$ cat src/logic/tdsp_pkg.sv
package tdsp_pkg;
    // Register byte offsets
    localparam logic [7:0] OFS_CTRL_A = 8'h00;
    localparam logic [7:0] OFS_CTRL_B = 8'h04;
    localparam logic [7:0] OFS_COUNT = 8'h08;
    localparam logic [7:0] OFS_CMP_A = 8'h0c;
    localparam logic [7:0] OFS_CMP_B = 8'h10;
    localparam logic [7:0] OFS_CAP_TOP = 8'h14;
    localparam logic [7:0] OFS_FLAGS = 8'h18;
    localparam logic [7:0] OFS_PIN = 8'h1c;
    // Field positions
    localparam int BIT_OM_A = 7 - 1;
    localparam int BIT_OM_B = 5 - 1;
    localparam int BIT_FRC_A = 3;
    localparam int BIT_FRC_B = 2;
    localparam int BIT_WGM_LO = 0;
    localparam int BIT_WGM_HI = 3;
    localparam int BIT_TSEL = 0;
    localparam int BIT_PIN_DIR = 0;
    localparam int BIT_PIN_DATA = 2;
    localparam int FLG_OVF = 0;
    localparam int FLG_CMP_A = 1;
    localparam int FLG_CMP_B = 2;
    localparam int FLG_CAP = 3;
    // Waveform modes
    localparam logic [3:0] MODE_PC8 = 4'h1;
    localparam logic [3:0] MODE_PC9 = 4'h2;
    localparam logic [3:0] MODE_PC10 = 4'h3;
    localparam logic [3:0] MODE_CTC_CMP = 4'h4;
    localparam logic [3:0] MODE_FAST8 = 4'h5;
    localparam logic [3:0] MODE_FAST9 = 4'h6;
    localparam logic [3:0] MODE_FAST10 = 4'h7;
    localparam logic [3:0] MODE_PFC_CAP = 4'h8;
    localparam logic [3:0] MODE_PFC_CMP = 4'h9;
    localparam logic [3:0] MODE_PC_CAP = 4'ha;
    localparam logic [3:0] MODE_PC_CMP = 4'hb;
    localparam logic [3:0] MODE_CTC_CAP = 4'hc;
    localparam logic [3:0] MODE_FAST_CAP = 4'he;
    localparam logic [3:0] MODE_FAST_CMP = 4'hf;
    // Counter limits
    localparam logic [15:0] CNT_BOTTOM = 16'h0000;
    localparam logic [15:0] CNT_MAX = 16'hffff;
    localparam logic [15:0] TOP_8BIT = 16'h00ff;
    localparam logic [15:0] TOP_9BIT = 16'h01ff;
    localparam logic [15:0] TOP_10BIT = 16'h03ff;
    // Tick source selection and prescaler masks
    localparam logic [2:0] TSEL_OFF = 3'h0;
    localparam logic [2:0] TSEL_DIV1 = 3'h1;
    localparam logic [2:0] TSEL_DIV8 = 3'h2;
    localparam logic [2:0] TSEL_DIV64 = 3'h3;
    localparam logic [2:0] TSEL_DIV256 = 3'h4;
    localparam logic [2:0] TSEL_DIV1024 = 3'h5;
    localparam logic [2:0] TSEL_EXT_FALL = 3'h6;
    localparam logic [2:0] TSEL_EXT_RISE = 3'h7;
    localparam logic [9:0] PSC_M8 = 10'h007;
    localparam logic [9:0] PSC_M64 = 10'h03f;
    localparam logic [9:0] PSC_M256 = 10'h0ff;
    localparam logic [9:0] PSC_M1024 = 10'h3ff;
    // Output mode codes
    localparam logic [1:0] OM_OFF = 2'h0;
    localparam logic [1:0] OM_TOGGLE = 2'h1;
    localparam logic [1:0] OM_CLEAR = 2'h2;
    localparam logic [1:0] OM_SET = 2'h3;

    typedef enum logic {TDSP_UP = 1'b0, TDSP_DOWN = 1'b1} tdsp_dir_t;

    typedef struct packed {
        logic [1:0][1:0] om;
        logic [1:0] wgm_lo;
        logic [1:0] wgm_hi;
        logic [2:0] tsel;
        logic [15:0] cnt;
        tdsp_dir_t dir;
        logic block;
        logic [1:0][15:0] cmp_buf;
        logic [1:0][15:0] cmp_act;
        logic [15:0] cap_top;
        logic [3:0] flags;
        logic [1:0] pin_dir;
        logic [1:0] port_data;
        logic [1:0] wave;
        logic [9:0] psc;
        logic [2:0] ext_sync;
        logic [31:0] prdata;
    } tdsp_state_t;
endpackage

$ cat src/logic/tdsp_pwm_out.sv
`timescale 1ns/100ps
// What this block does
// - Dual-slope frequency-correct mode counts up to capture or compare A top, then down
// - Counter holds TOP for exactly one tick before it decrements
// - Channel compare flag sets when counter equals active compare value
// - Frequency-correct mode sets overflow flag when buffers load at BOTTOM
// - Compare A or capture flag sets at TOP when that register defines TOP
// - Dual-slope: mode 2 clears on up match, sets on down; 3 inverts
// - Dual-slope compare at BOTTOM gives steady low, at TOP steady high in mode 2; 3 inverts
// - Mode 9 toggle mode toggles output A on match; channel B disconnected
// - Everything runs on the core clock; the tick is only an enable
// - Tick is core clock divided by 1, 8, 64, 256 or 1024, or a falling or rising edge of the external pin
// - Nonzero output mode overrides port data, except 01 in PWM modes where toggle is not allowed; direction bit enables the driver
// - Non-PWM: 00 off, 01 toggle, 10 clear, 11 set on match
// - Fast PWM: 10 clears on match, sets at TOP; 11 reverse; 01 mode 15 only
// - Fast PWM ignores a match at TOP when high mode bit set
// - Force bits act only in non-PWM modes; software writes zero otherwise
// - Force bit write forces a match using the output mode written in the same access
// - Forced match sets no flag and never clears the counter
// - Force bits store nothing and read as zero
// - Control A layout: modes 7:6 and 5:4, force 3 and 2, mode 1:0
// - Dual-slope counts from zero up to TOP and back to zero
// - Four-bit mode is low bits of control A joined with high bits of control B
// - Tick source zero gives no ticks; counter stays stopped
module tdsp_pwm_out
    import tdsp_pkg::*;
(
    input wire logic core_clk,
    input wire logic reset_n,
    input wire logic psel,
    input wire logic penable,
    input wire logic pwrite,
    input wire logic [7:0] paddr,
    input wire logic [31:0] pwdata,
    output logic [31:0] prdata,
    output logic pready,
    output logic pslverr,
    input wire logic ext_tick_pin,
    output logic pin_out_a,
    output logic pin_oe_a,
    output logic pin_out_b,
    output logic pin_oe_b
);

    tdsp_state_t st_ff;
    tdsp_state_t nxt_st;
    logic [3:0] mode;
    logic pfc, pc, dual, fast, ctc, pwm;
    logic cap_top_mode, cmp_top_mode, tog_ok;
    logic tick, ext_rise, ext_fall;
    logic [15:0] top_val;
    logic at_top, at_bot, upd, ovf_set;
    logic wr_acc, rd_setup, mapped, cnt_wr;
    logic [3:0] flg_set, flg_clr;
    logic [1:0] match, conn, frc, wave_nxt, pin_out, pin_oe;

    // Action of a single match in non-PWM modes
    function automatic logic nonpwm_act(input logic [1:0] om, input logic w);
        logic r;
        r = w;
        unique case (om)
            OM_OFF: r = w;
            OM_TOGGLE: r = ~w;
            OM_CLEAR: r = 1'b0;
            OM_SET: r = 1'b1;
        endcase
        return r;
    endfunction

    // Next output level of one channel under PWM or non-PWM modes
    function automatic logic wave_step(input logic [1:0] om, input logic w,
                                       input logic m, input logic tt,
                                       input logic up, input logic lo,
                                       input logic hi, input logic is_pwm,
                                       input logic is_dual, input logic tog);
        logic r;
        r = w;
        if (!is_pwm) begin
            if (m) begin
                r = nonpwm_act(om, w);
            end
        end else if (om == OM_TOGGLE) begin
            if (tog && m) begin
                r = ~w;
            end
        end else if (om[1]) begin
            if (is_dual) begin
                if (lo) begin
                    r = om[0];
                end else if (hi) begin
                    r = ~om[0];
                end else if (m) begin
                    r = up ? om[0] : ~om[0];
                end
            end else if (tt) begin
                r = ~om[0];
            end else if (m && !hi) begin
                r = om[0];
            end
        end
        return r;
    endfunction

    // TOP for the selected mode
    function automatic logic [15:0] top_of(input logic [3:0] m, input logic [15:0] ca,
                                           input logic [15:0] ct);
        logic [15:0] t;
        t = CNT_MAX;
        unique case (m)
            MODE_PC8, MODE_FAST8: t = TOP_8BIT;
            MODE_PC9, MODE_FAST9: t = TOP_9BIT;
            MODE_PC10, MODE_FAST10: t = TOP_10BIT;
            MODE_CTC_CMP, MODE_PFC_CMP, MODE_PC_CMP, MODE_FAST_CMP: t = ca;
            MODE_PFC_CAP, MODE_PC_CAP, MODE_CTC_CAP, MODE_FAST_CAP: t = ct;
            default: t = CNT_MAX;
        endcase
        return t;
    endfunction

    // Mode decode
    assign mode = {st_ff.wgm_hi, st_ff.wgm_lo};
    assign pfc = (mode == MODE_PFC_CAP) || (mode == MODE_PFC_CMP);
    assign pc = (mode == MODE_PC8) || (mode == MODE_PC9) || (mode == MODE_PC10)
        || (mode == MODE_PC_CAP) || (mode == MODE_PC_CMP);
    assign fast = (mode == MODE_FAST8) || (mode == MODE_FAST9) || (mode == MODE_FAST10)
        || (mode == MODE_FAST_CAP) || (mode == MODE_FAST_CMP);
    assign ctc = (mode == MODE_CTC_CMP) || (mode == MODE_CTC_CAP);
    assign dual = pfc || pc;
    assign pwm = dual || fast;
    assign cap_top_mode = (mode == MODE_PFC_CAP) || (mode == MODE_PC_CAP)
        || (mode == MODE_CTC_CAP) || (mode == MODE_FAST_CAP);
    assign cmp_top_mode = (mode == MODE_PFC_CMP) || (mode == MODE_PC_CMP)
        || (mode == MODE_CTC_CMP) || (mode == MODE_FAST_CMP);
    assign tog_ok = (mode == MODE_PFC_CMP) || (mode == MODE_PC_CMP) || (mode == MODE_FAST_CMP);
    assign top_val = top_of(mode, st_ff.cmp_act[0], st_ff.cap_top);

    // Tick enable from prescaler or synchronised external pin
    assign ext_rise = st_ff.ext_sync[1] & ~st_ff.ext_sync[2];
    assign ext_fall = ~st_ff.ext_sync[1] & st_ff.ext_sync[2];
    always_comb begin
        unique case (st_ff.tsel)
            TSEL_OFF: tick = 1'b0;
            TSEL_DIV1: tick = 1'b1;
            TSEL_DIV8: tick = (st_ff.psc & PSC_M8) == PSC_M8;
            TSEL_DIV64: tick = (st_ff.psc & PSC_M64) == PSC_M64;
            TSEL_DIV256: tick = (st_ff.psc & PSC_M256) == PSC_M256;
            TSEL_DIV1024: tick = (st_ff.psc & PSC_M1024) == PSC_M1024;
            TSEL_EXT_FALL: tick = ext_fall;
            TSEL_EXT_RISE: tick = ext_rise;
        endcase
    end

    // Counter positions, buffer update point and flag events
    assign at_top = st_ff.cnt == top_val;
    assign at_bot = st_ff.cnt == CNT_BOTTOM;
    assign upd = pwm && tick && (pfc ? at_bot : at_top);
    assign ovf_set = tick && (dual ? at_bot : (fast ? at_top : st_ff.cnt == CNT_MAX));
    assign flg_set[FLG_OVF] = ovf_set;
    assign flg_set[FLG_CMP_A] = match[0] || (cmp_top_mode && tick && at_top);
    assign flg_set[FLG_CMP_B] = match[1];
    assign flg_set[FLG_CAP] = cap_top_mode && tick && at_top;

    // APB decode; zero wait states
    assign mapped = (paddr <= OFS_PIN) && (paddr[1:0] == 2'h0);
    assign wr_acc = psel && penable && pwrite && mapped;
    assign rd_setup = psel && !penable && !pwrite;
    assign cnt_wr = wr_acc && (paddr == OFS_COUNT);
    assign flg_clr = (wr_acc && paddr == OFS_FLAGS) ? pwdata[3:0] : 4'h0;
    assign pready = 1'b1;
    assign pslverr = psel && penable && !mapped;
    assign prdata = st_ff.prdata;

    // Per channel match, force, wave and pin override
    for (genvar i = 0; i < 2; i++) begin : g_ch
        assign match[i] = tick && !st_ff.block && (st_ff.cnt == st_ff.cmp_act[i]);
        assign frc[i] = wr_acc && (paddr == OFS_CTRL_A) && pwdata[BIT_FRC_A - i]
            && !pwm;
        assign wave_nxt[i] = frc[i]
            ? nonpwm_act(pwdata[BIT_OM_A - 2 * i +: 2], st_ff.wave[i])
            : wave_step(st_ff.om[i], st_ff.wave[i], match[i], tick && at_top,
                        st_ff.dir == TDSP_UP, st_ff.cmp_act[i] == CNT_BOTTOM,
                        st_ff.cmp_act[i] == top_val, pwm, dual, (i == 0) && tog_ok);
        assign conn[i] = (st_ff.om[i] != OM_OFF)
            && !((st_ff.om[i] == OM_TOGGLE) && pwm && !((i == 0) && tog_ok));
        assign pin_out[i] = conn[i] ? st_ff.wave[i] : st_ff.port_data[i];
        assign pin_oe[i] = st_ff.pin_dir[i];
    end
    assign pin_out_a = pin_out[0];
    assign pin_oe_a = pin_oe[0];
    assign pin_out_b = pin_out[1];
    assign pin_oe_b = pin_oe[1];

    // Next state of the whole block
    always_comb begin
        nxt_st = st_ff;
        nxt_st.ext_sync = {st_ff.ext_sync[1:0], ext_tick_pin};
        nxt_st.psc = st_ff.psc + 10'h001;
        nxt_st.wave = wave_nxt;
        // Counting on the tick enable only
        if (tick) begin
            nxt_st.block = 1'b0;
            if (dual) begin
                if (st_ff.dir == TDSP_UP) begin
                    if (at_top) begin
                        nxt_st.cnt = st_ff.cnt - 16'h0001;
                        nxt_st.dir = TDSP_DOWN;
                    end else begin
                        nxt_st.cnt = st_ff.cnt + 16'h0001;
                    end
                end else if (at_bot) begin
                    nxt_st.cnt = st_ff.cnt + 16'h0001;
                    nxt_st.dir = TDSP_UP;
                end else begin
                    nxt_st.cnt = st_ff.cnt - 16'h0001;
                end
            end else begin
                nxt_st.dir = TDSP_UP;
                if ((fast || ctc) && at_top) begin
                    nxt_st.cnt = CNT_BOTTOM;
                end else begin
                    nxt_st.cnt = st_ff.cnt + 16'h0001;
                end
            end
        end
        // Register writes
        if (wr_acc) begin
            unique case (paddr)
                OFS_CTRL_A: begin
                    nxt_st.om[0] = pwdata[BIT_OM_A +: 2];
                    nxt_st.om[1] = pwdata[BIT_OM_B +: 2];
                    nxt_st.wgm_lo = pwdata[BIT_WGM_LO +: 2];
                end
                OFS_CTRL_B: begin
                    nxt_st.wgm_hi = pwdata[BIT_WGM_HI +: 2];
                    nxt_st.tsel = pwdata[BIT_TSEL +: 3];
                end
                OFS_COUNT: begin
                    nxt_st.cnt = pwdata[15:0];
                    nxt_st.block = 1'b1;
                end
                OFS_CMP_A: nxt_st.cmp_buf[0] = pwdata[15:0];
                OFS_CMP_B: nxt_st.cmp_buf[1] = pwdata[15:0];
                OFS_CAP_TOP: nxt_st.cap_top = pwdata[15:0];
                OFS_PIN: begin
                    nxt_st.pin_dir = pwdata[BIT_PIN_DIR +: 2];
                    nxt_st.port_data = pwdata[BIT_PIN_DATA +: 2];
                end
                default: nxt_st.cnt = nxt_st.cnt;
            endcase
        end
        // Active compare values follow buffers at once in non-PWM modes, else at the update point
        if (!pwm) begin
            nxt_st.cmp_act = nxt_st.cmp_buf;
        end else if (upd) begin
            nxt_st.cmp_act = st_ff.cmp_buf;
        end
        // Sticky flags, set beats clear
        nxt_st.flags = (st_ff.flags & ~flg_clr) | flg_set;
        // Read data captured in the setup phase
        if (rd_setup) begin
            nxt_st.prdata = '0;
            unique case (paddr)
                OFS_CTRL_A: begin
                    nxt_st.prdata[BIT_OM_A +: 2] = st_ff.om[0];
                    nxt_st.prdata[BIT_OM_B +: 2] = st_ff.om[1];
                    nxt_st.prdata[BIT_WGM_LO +: 2] = st_ff.wgm_lo;
                end
                OFS_CTRL_B: begin
                    nxt_st.prdata[BIT_WGM_HI +: 2] = st_ff.wgm_hi;
                    nxt_st.prdata[BIT_TSEL +: 3] = st_ff.tsel;
                end
                OFS_COUNT: nxt_st.prdata[15:0] = st_ff.cnt;
                OFS_CMP_A: nxt_st.prdata[15:0] = st_ff.cmp_buf[0];
                OFS_CMP_B: nxt_st.prdata[15:0] = st_ff.cmp_buf[1];
                OFS_CAP_TOP: nxt_st.prdata[15:0] = st_ff.cap_top;
                OFS_FLAGS: nxt_st.prdata[3:0] = st_ff.flags;
                OFS_PIN: begin
                    nxt_st.prdata[BIT_PIN_DIR +: 2] = st_ff.pin_dir;
                    nxt_st.prdata[BIT_PIN_DATA +: 2] = st_ff.port_data;
                end
                default: nxt_st.prdata = '0;
            endcase
        end
    end

    // State register
    always_ff @(posedge core_clk or negedge reset_n) begin
        if (!reset_n) begin
            st_ff <= '0;
        end else begin
            st_ff <= nxt_st;
        end
    end
endmodule

$ cat config.mk
export PLATFORM = sky130hd
export DESIGN_NAME = tdsp_pwm_out
export DESIGN_NICKNAME = d
export VERILOG_FILES = /design/src/logic/tdsp_pkg.sv /design/src/logic/tdsp_pwm_out.sv
export SDC_FILE = /design/constraint.sdc
export NUM_CORES = 1
export LEC_CHECK = 0
export BUFFER_PORTS_ARGS = -buffer_cell sky130_fd_sc_hd__buf_2
export CORE_MARGIN = 2
export CORE_UTILIZATION = 54
export DETAILED_ROUTE_END_ITERATION = 12
export MAX_ROUTING_LAYER = met4
export PLACE_DENSITY = 0.73
export SYNTH_ARGS = -nofsm -noshare
export SYNTH_HDL_FRONTEND = slang
export SYNTH_SLANG_ARGS = --single-unit
$ cat constraint.sdc
create_clock -name core_clk -period 7.4 [get_ports core_clk]
set_input_delay 1.48 -clock core_clk [delete_from_list [all_inputs] [get_ports core_clk]]
set_output_delay 1.48 -clock core_clk [all_outputs]
set_load 0.005 [all_outputs]
==> reports/metrics.cfg <==
[final_layout]
area_growth_pct = 6.498
antenna_cells = 0
fill_cells = 1655
fin_nets = 1204
drive_gt1_share_pct = 16.97

[synthesis]
synth_async_sr_flop_share_pct = 100.0
synthCells = 1186
yosysTopAreaCellShare_pct = 35.49
synth_ff_type = dfrtp_1
synth_top_area_cell = dfrtp_1
synth_edf_count = 0
synth_warnings = 0
synth.distinct_cells = 87
yosys_register_bits = 148
synth_area_sq_um = 10440
syn_area_per_cell_sq_um = 8.800
synth.top_cells.by_area = dfrtp_1, mux2_2, o21ai_0
ys_seq_area_share_pct = 35.49

[grt]
grt_overflow = 0
grt_max_degree = 86
grtUsageTotal_pct = 34.29
antenna_found_initial = 0
grt_pass1_vias = 8717
grt_pass1_wl_mm = 51.38

[sta]
post-route-min-period_ns = 5.071
setup_viol = 0
fin_ws_ns = 2.329
worst_pin_slew_ns = 1.070
setup_tns_ns = 0
final_hold_viol_count = 0
skew_ns = 0.01003
slew_viol_final = 0
fmax_mhz = 197.2
period_share_pct = 68.53
rsz0062_at_grt = no
max-slew-margin-rel_pct = 28.50

[floorplan]
die-area_sq_um = 20450
die_x_microns = 143.0
die_h_microns = 143.0
core.rowCount = 50
core_area_sq_um = 18830
io_pins = 84
start_util_pct = 55.42

[placement]
dp_hpwl_mm = 23.32
io_buffers = 50
pre_cts_slack_ns = 1.946
gp_congestion = 1.052

[worst_hold_path]
hold_path.class = flip-flop to flip-flop
hold_path_startpoint = nxt_st[33]

[power_and_ir_drop]
leakage_nw = 4.840
peakVddDrop_uv = 159.9
p_per_area_nw_per_um2 = 213.8

[critical_path]
endpoint_kind = flip-flop
cp.arrival_ns = 5.35
crit_slowest_cell = nand2_1
critical_path_class = primary input to flip-flop
start_kind = primary input
crit_path_start = paddr[7]
crit_fanout = 18
cpPeakStageDelay_ns = 0.85
crit_path_cell_trace = buf_2 -> or4_1 -> or2_2 -> nor2_1 -> and2_1 -> nand2_1 -> mux2_2 -> nand2_1 -> o21ai_0
rr_startpoint = mode[2]
crit_top_cell = nand2_1
crit_required_ns = 7.68

[drt]
dr.pass1.iters = 6
wire_per_inst_microns = 23.30
vias = 9463
drtIter0Drc = 1092
vias_per_cell = 6.631
detail-route-antenna-nets = 0
wirelength_mm = 33.25
drcViolationCount = 0

[cts]
clkLatencyLatePin_ns = 0.43
cts_max_level = 4
cts_tree = built
cts_buffer_depth = 2
cts-resized-gates = 0
clock_sink_count = 148
clkTransAtPathRegs_ns = 0.07
post-cts-setup-buffers = 0
postCtsHoldBufs = 0
cts_buffers = 17
root_buffer = clkbuf_16

[status]
status = finished, final reports clean

[job]
drv_cap = 0

==> through the flow <==
step	total power, mW	cells	utilization (%)	hold slack (ns)	cell area (sq um)
2_1_floorplan	1.321	1201	-	0.3312	10490
3_3_place_gp	1.483	1395	55.93	0.3329	10530
3_5_place_dp	1.487	1395	55.93	0.3434	10530
4_1_cts	2.367	1427	59.02	0.3679	11110
5_1_grt	2.464	1427	59.02	0.3679	11110
6_report	2.376	1427	59.02	0.3612	11110
==> registers in the layout, indices dropped and copies added (netlist names) <==
| signal | flops |
|---|---|
| prdata | 16 |
| st_ff | 124 |
| nxt_st | 2 |
| pin_oe | 2 |
| mode | 4 |
==> per-layer routing <==
metal | up-vias | wire (microns) | global-route usage, %
met5 | - | 0 | -
met4 | 0 | 823 | 10.21
met3 | 78 | 3062 | 7.109
met2 | 477 | 14910 | 49.63
met1 | 4674 | 14460 | 48.61
li1 | 4234 | - | -
==> final cells by class <==
cell class	instances	area (sq um)	share of cell area (%)
repair buffers	61	339.1	3.051
flip-flops and latches	148	3704	33.32
well taps	260	325.3	2.927
clock inverters	13	140.1	1.261
inverters	31	116.4	1.047
multi-input cells	895	6047	54.41
clock buffers	19	442.9	3.985
==> cell families (layout without fill, tap and decap cells) <==
kind of cell	Yosys count	count (layout)	synth area share, %
flops	148	148	35.49
simple gates	395	395	20.14
mux	108	108	11.55
buf+inv	158	124	7.349
xor+xnor	50	50	4.196
fa+ha+maj	4	4	0.4796
other cells	2	17	0.07196
compound gates	321	321	20.73
==> synth_stat cells (12+ instances only) <==
cell type,number
a211oi_1,16
a21o_1,12
a21oi_1,53
a221oi_1,18
a31oi_1,15
buf_2,19
buf_4,34
clkbuf_1,64
dfrtp_1,148
inv_1,31
mux2_2,69
mux2i_1,36
nand2_1,118
nand2b_1,22
nand3_1,31
nand4_1,12
nor2_1,60
nor2b_1,16
nor3_1,25
nor4_1,19
o21ai_0,92
or3_1,19
xnor2_1,19
xor2_1,31
==> power by group <==
part	switching (mW)	leakage, nW	total [mW]	internal, mW
clock	0.396	0.281	0.882	0.485
sequential	0.206	1.84	1.09	0.889
combinational	0.222	2.72	0.400	0.179
==> cells in the final DEF (no fill, tap or decap), types with 19 or more instances in the layout <==
cell / count
nand3_1: 31
dfrtp_1: 148
nand2_1: 118
xnor2_1: 19
mux2i_1: 36
mux2_2: 69
xor2_1: 31
or3_1: 19
a21oi_1: 52
o21ai_0: 92
nor2_1: 59
nor4_1: 19
inv_1: 31
nor3_1: 25
nand2b_1: 22
buf_2: 49
==> worst paths after layout <==
| kind | slack, ns | end | cells after the start |
|---|---|---|---|
| max | 2.33 | st_ff[90] | 9 |
| min | 0.36 | nxt_st[34] | 0 |
| max reg2reg | 3.18 | st_ff[145] | 11 |
| min reg2reg | 0.36 | nxt_st[34] | 0 |
| max in group asynchronous | 5.03 | st_ff[77] | 2 |
| min in group asynchronous | 1.06 | st_ff[146] | 1 |
==> worst max-delay path, delay by kind of cell <==
kind                   cells  cell delay (ns)
muxes                      1             0.55
buffers and inverters      1             0.09
and+or+nand+nor            6             3.11
AOI/OAI and AO/OA          1             0.10
No activity file was read; power rests on OpenSTA's default activity.
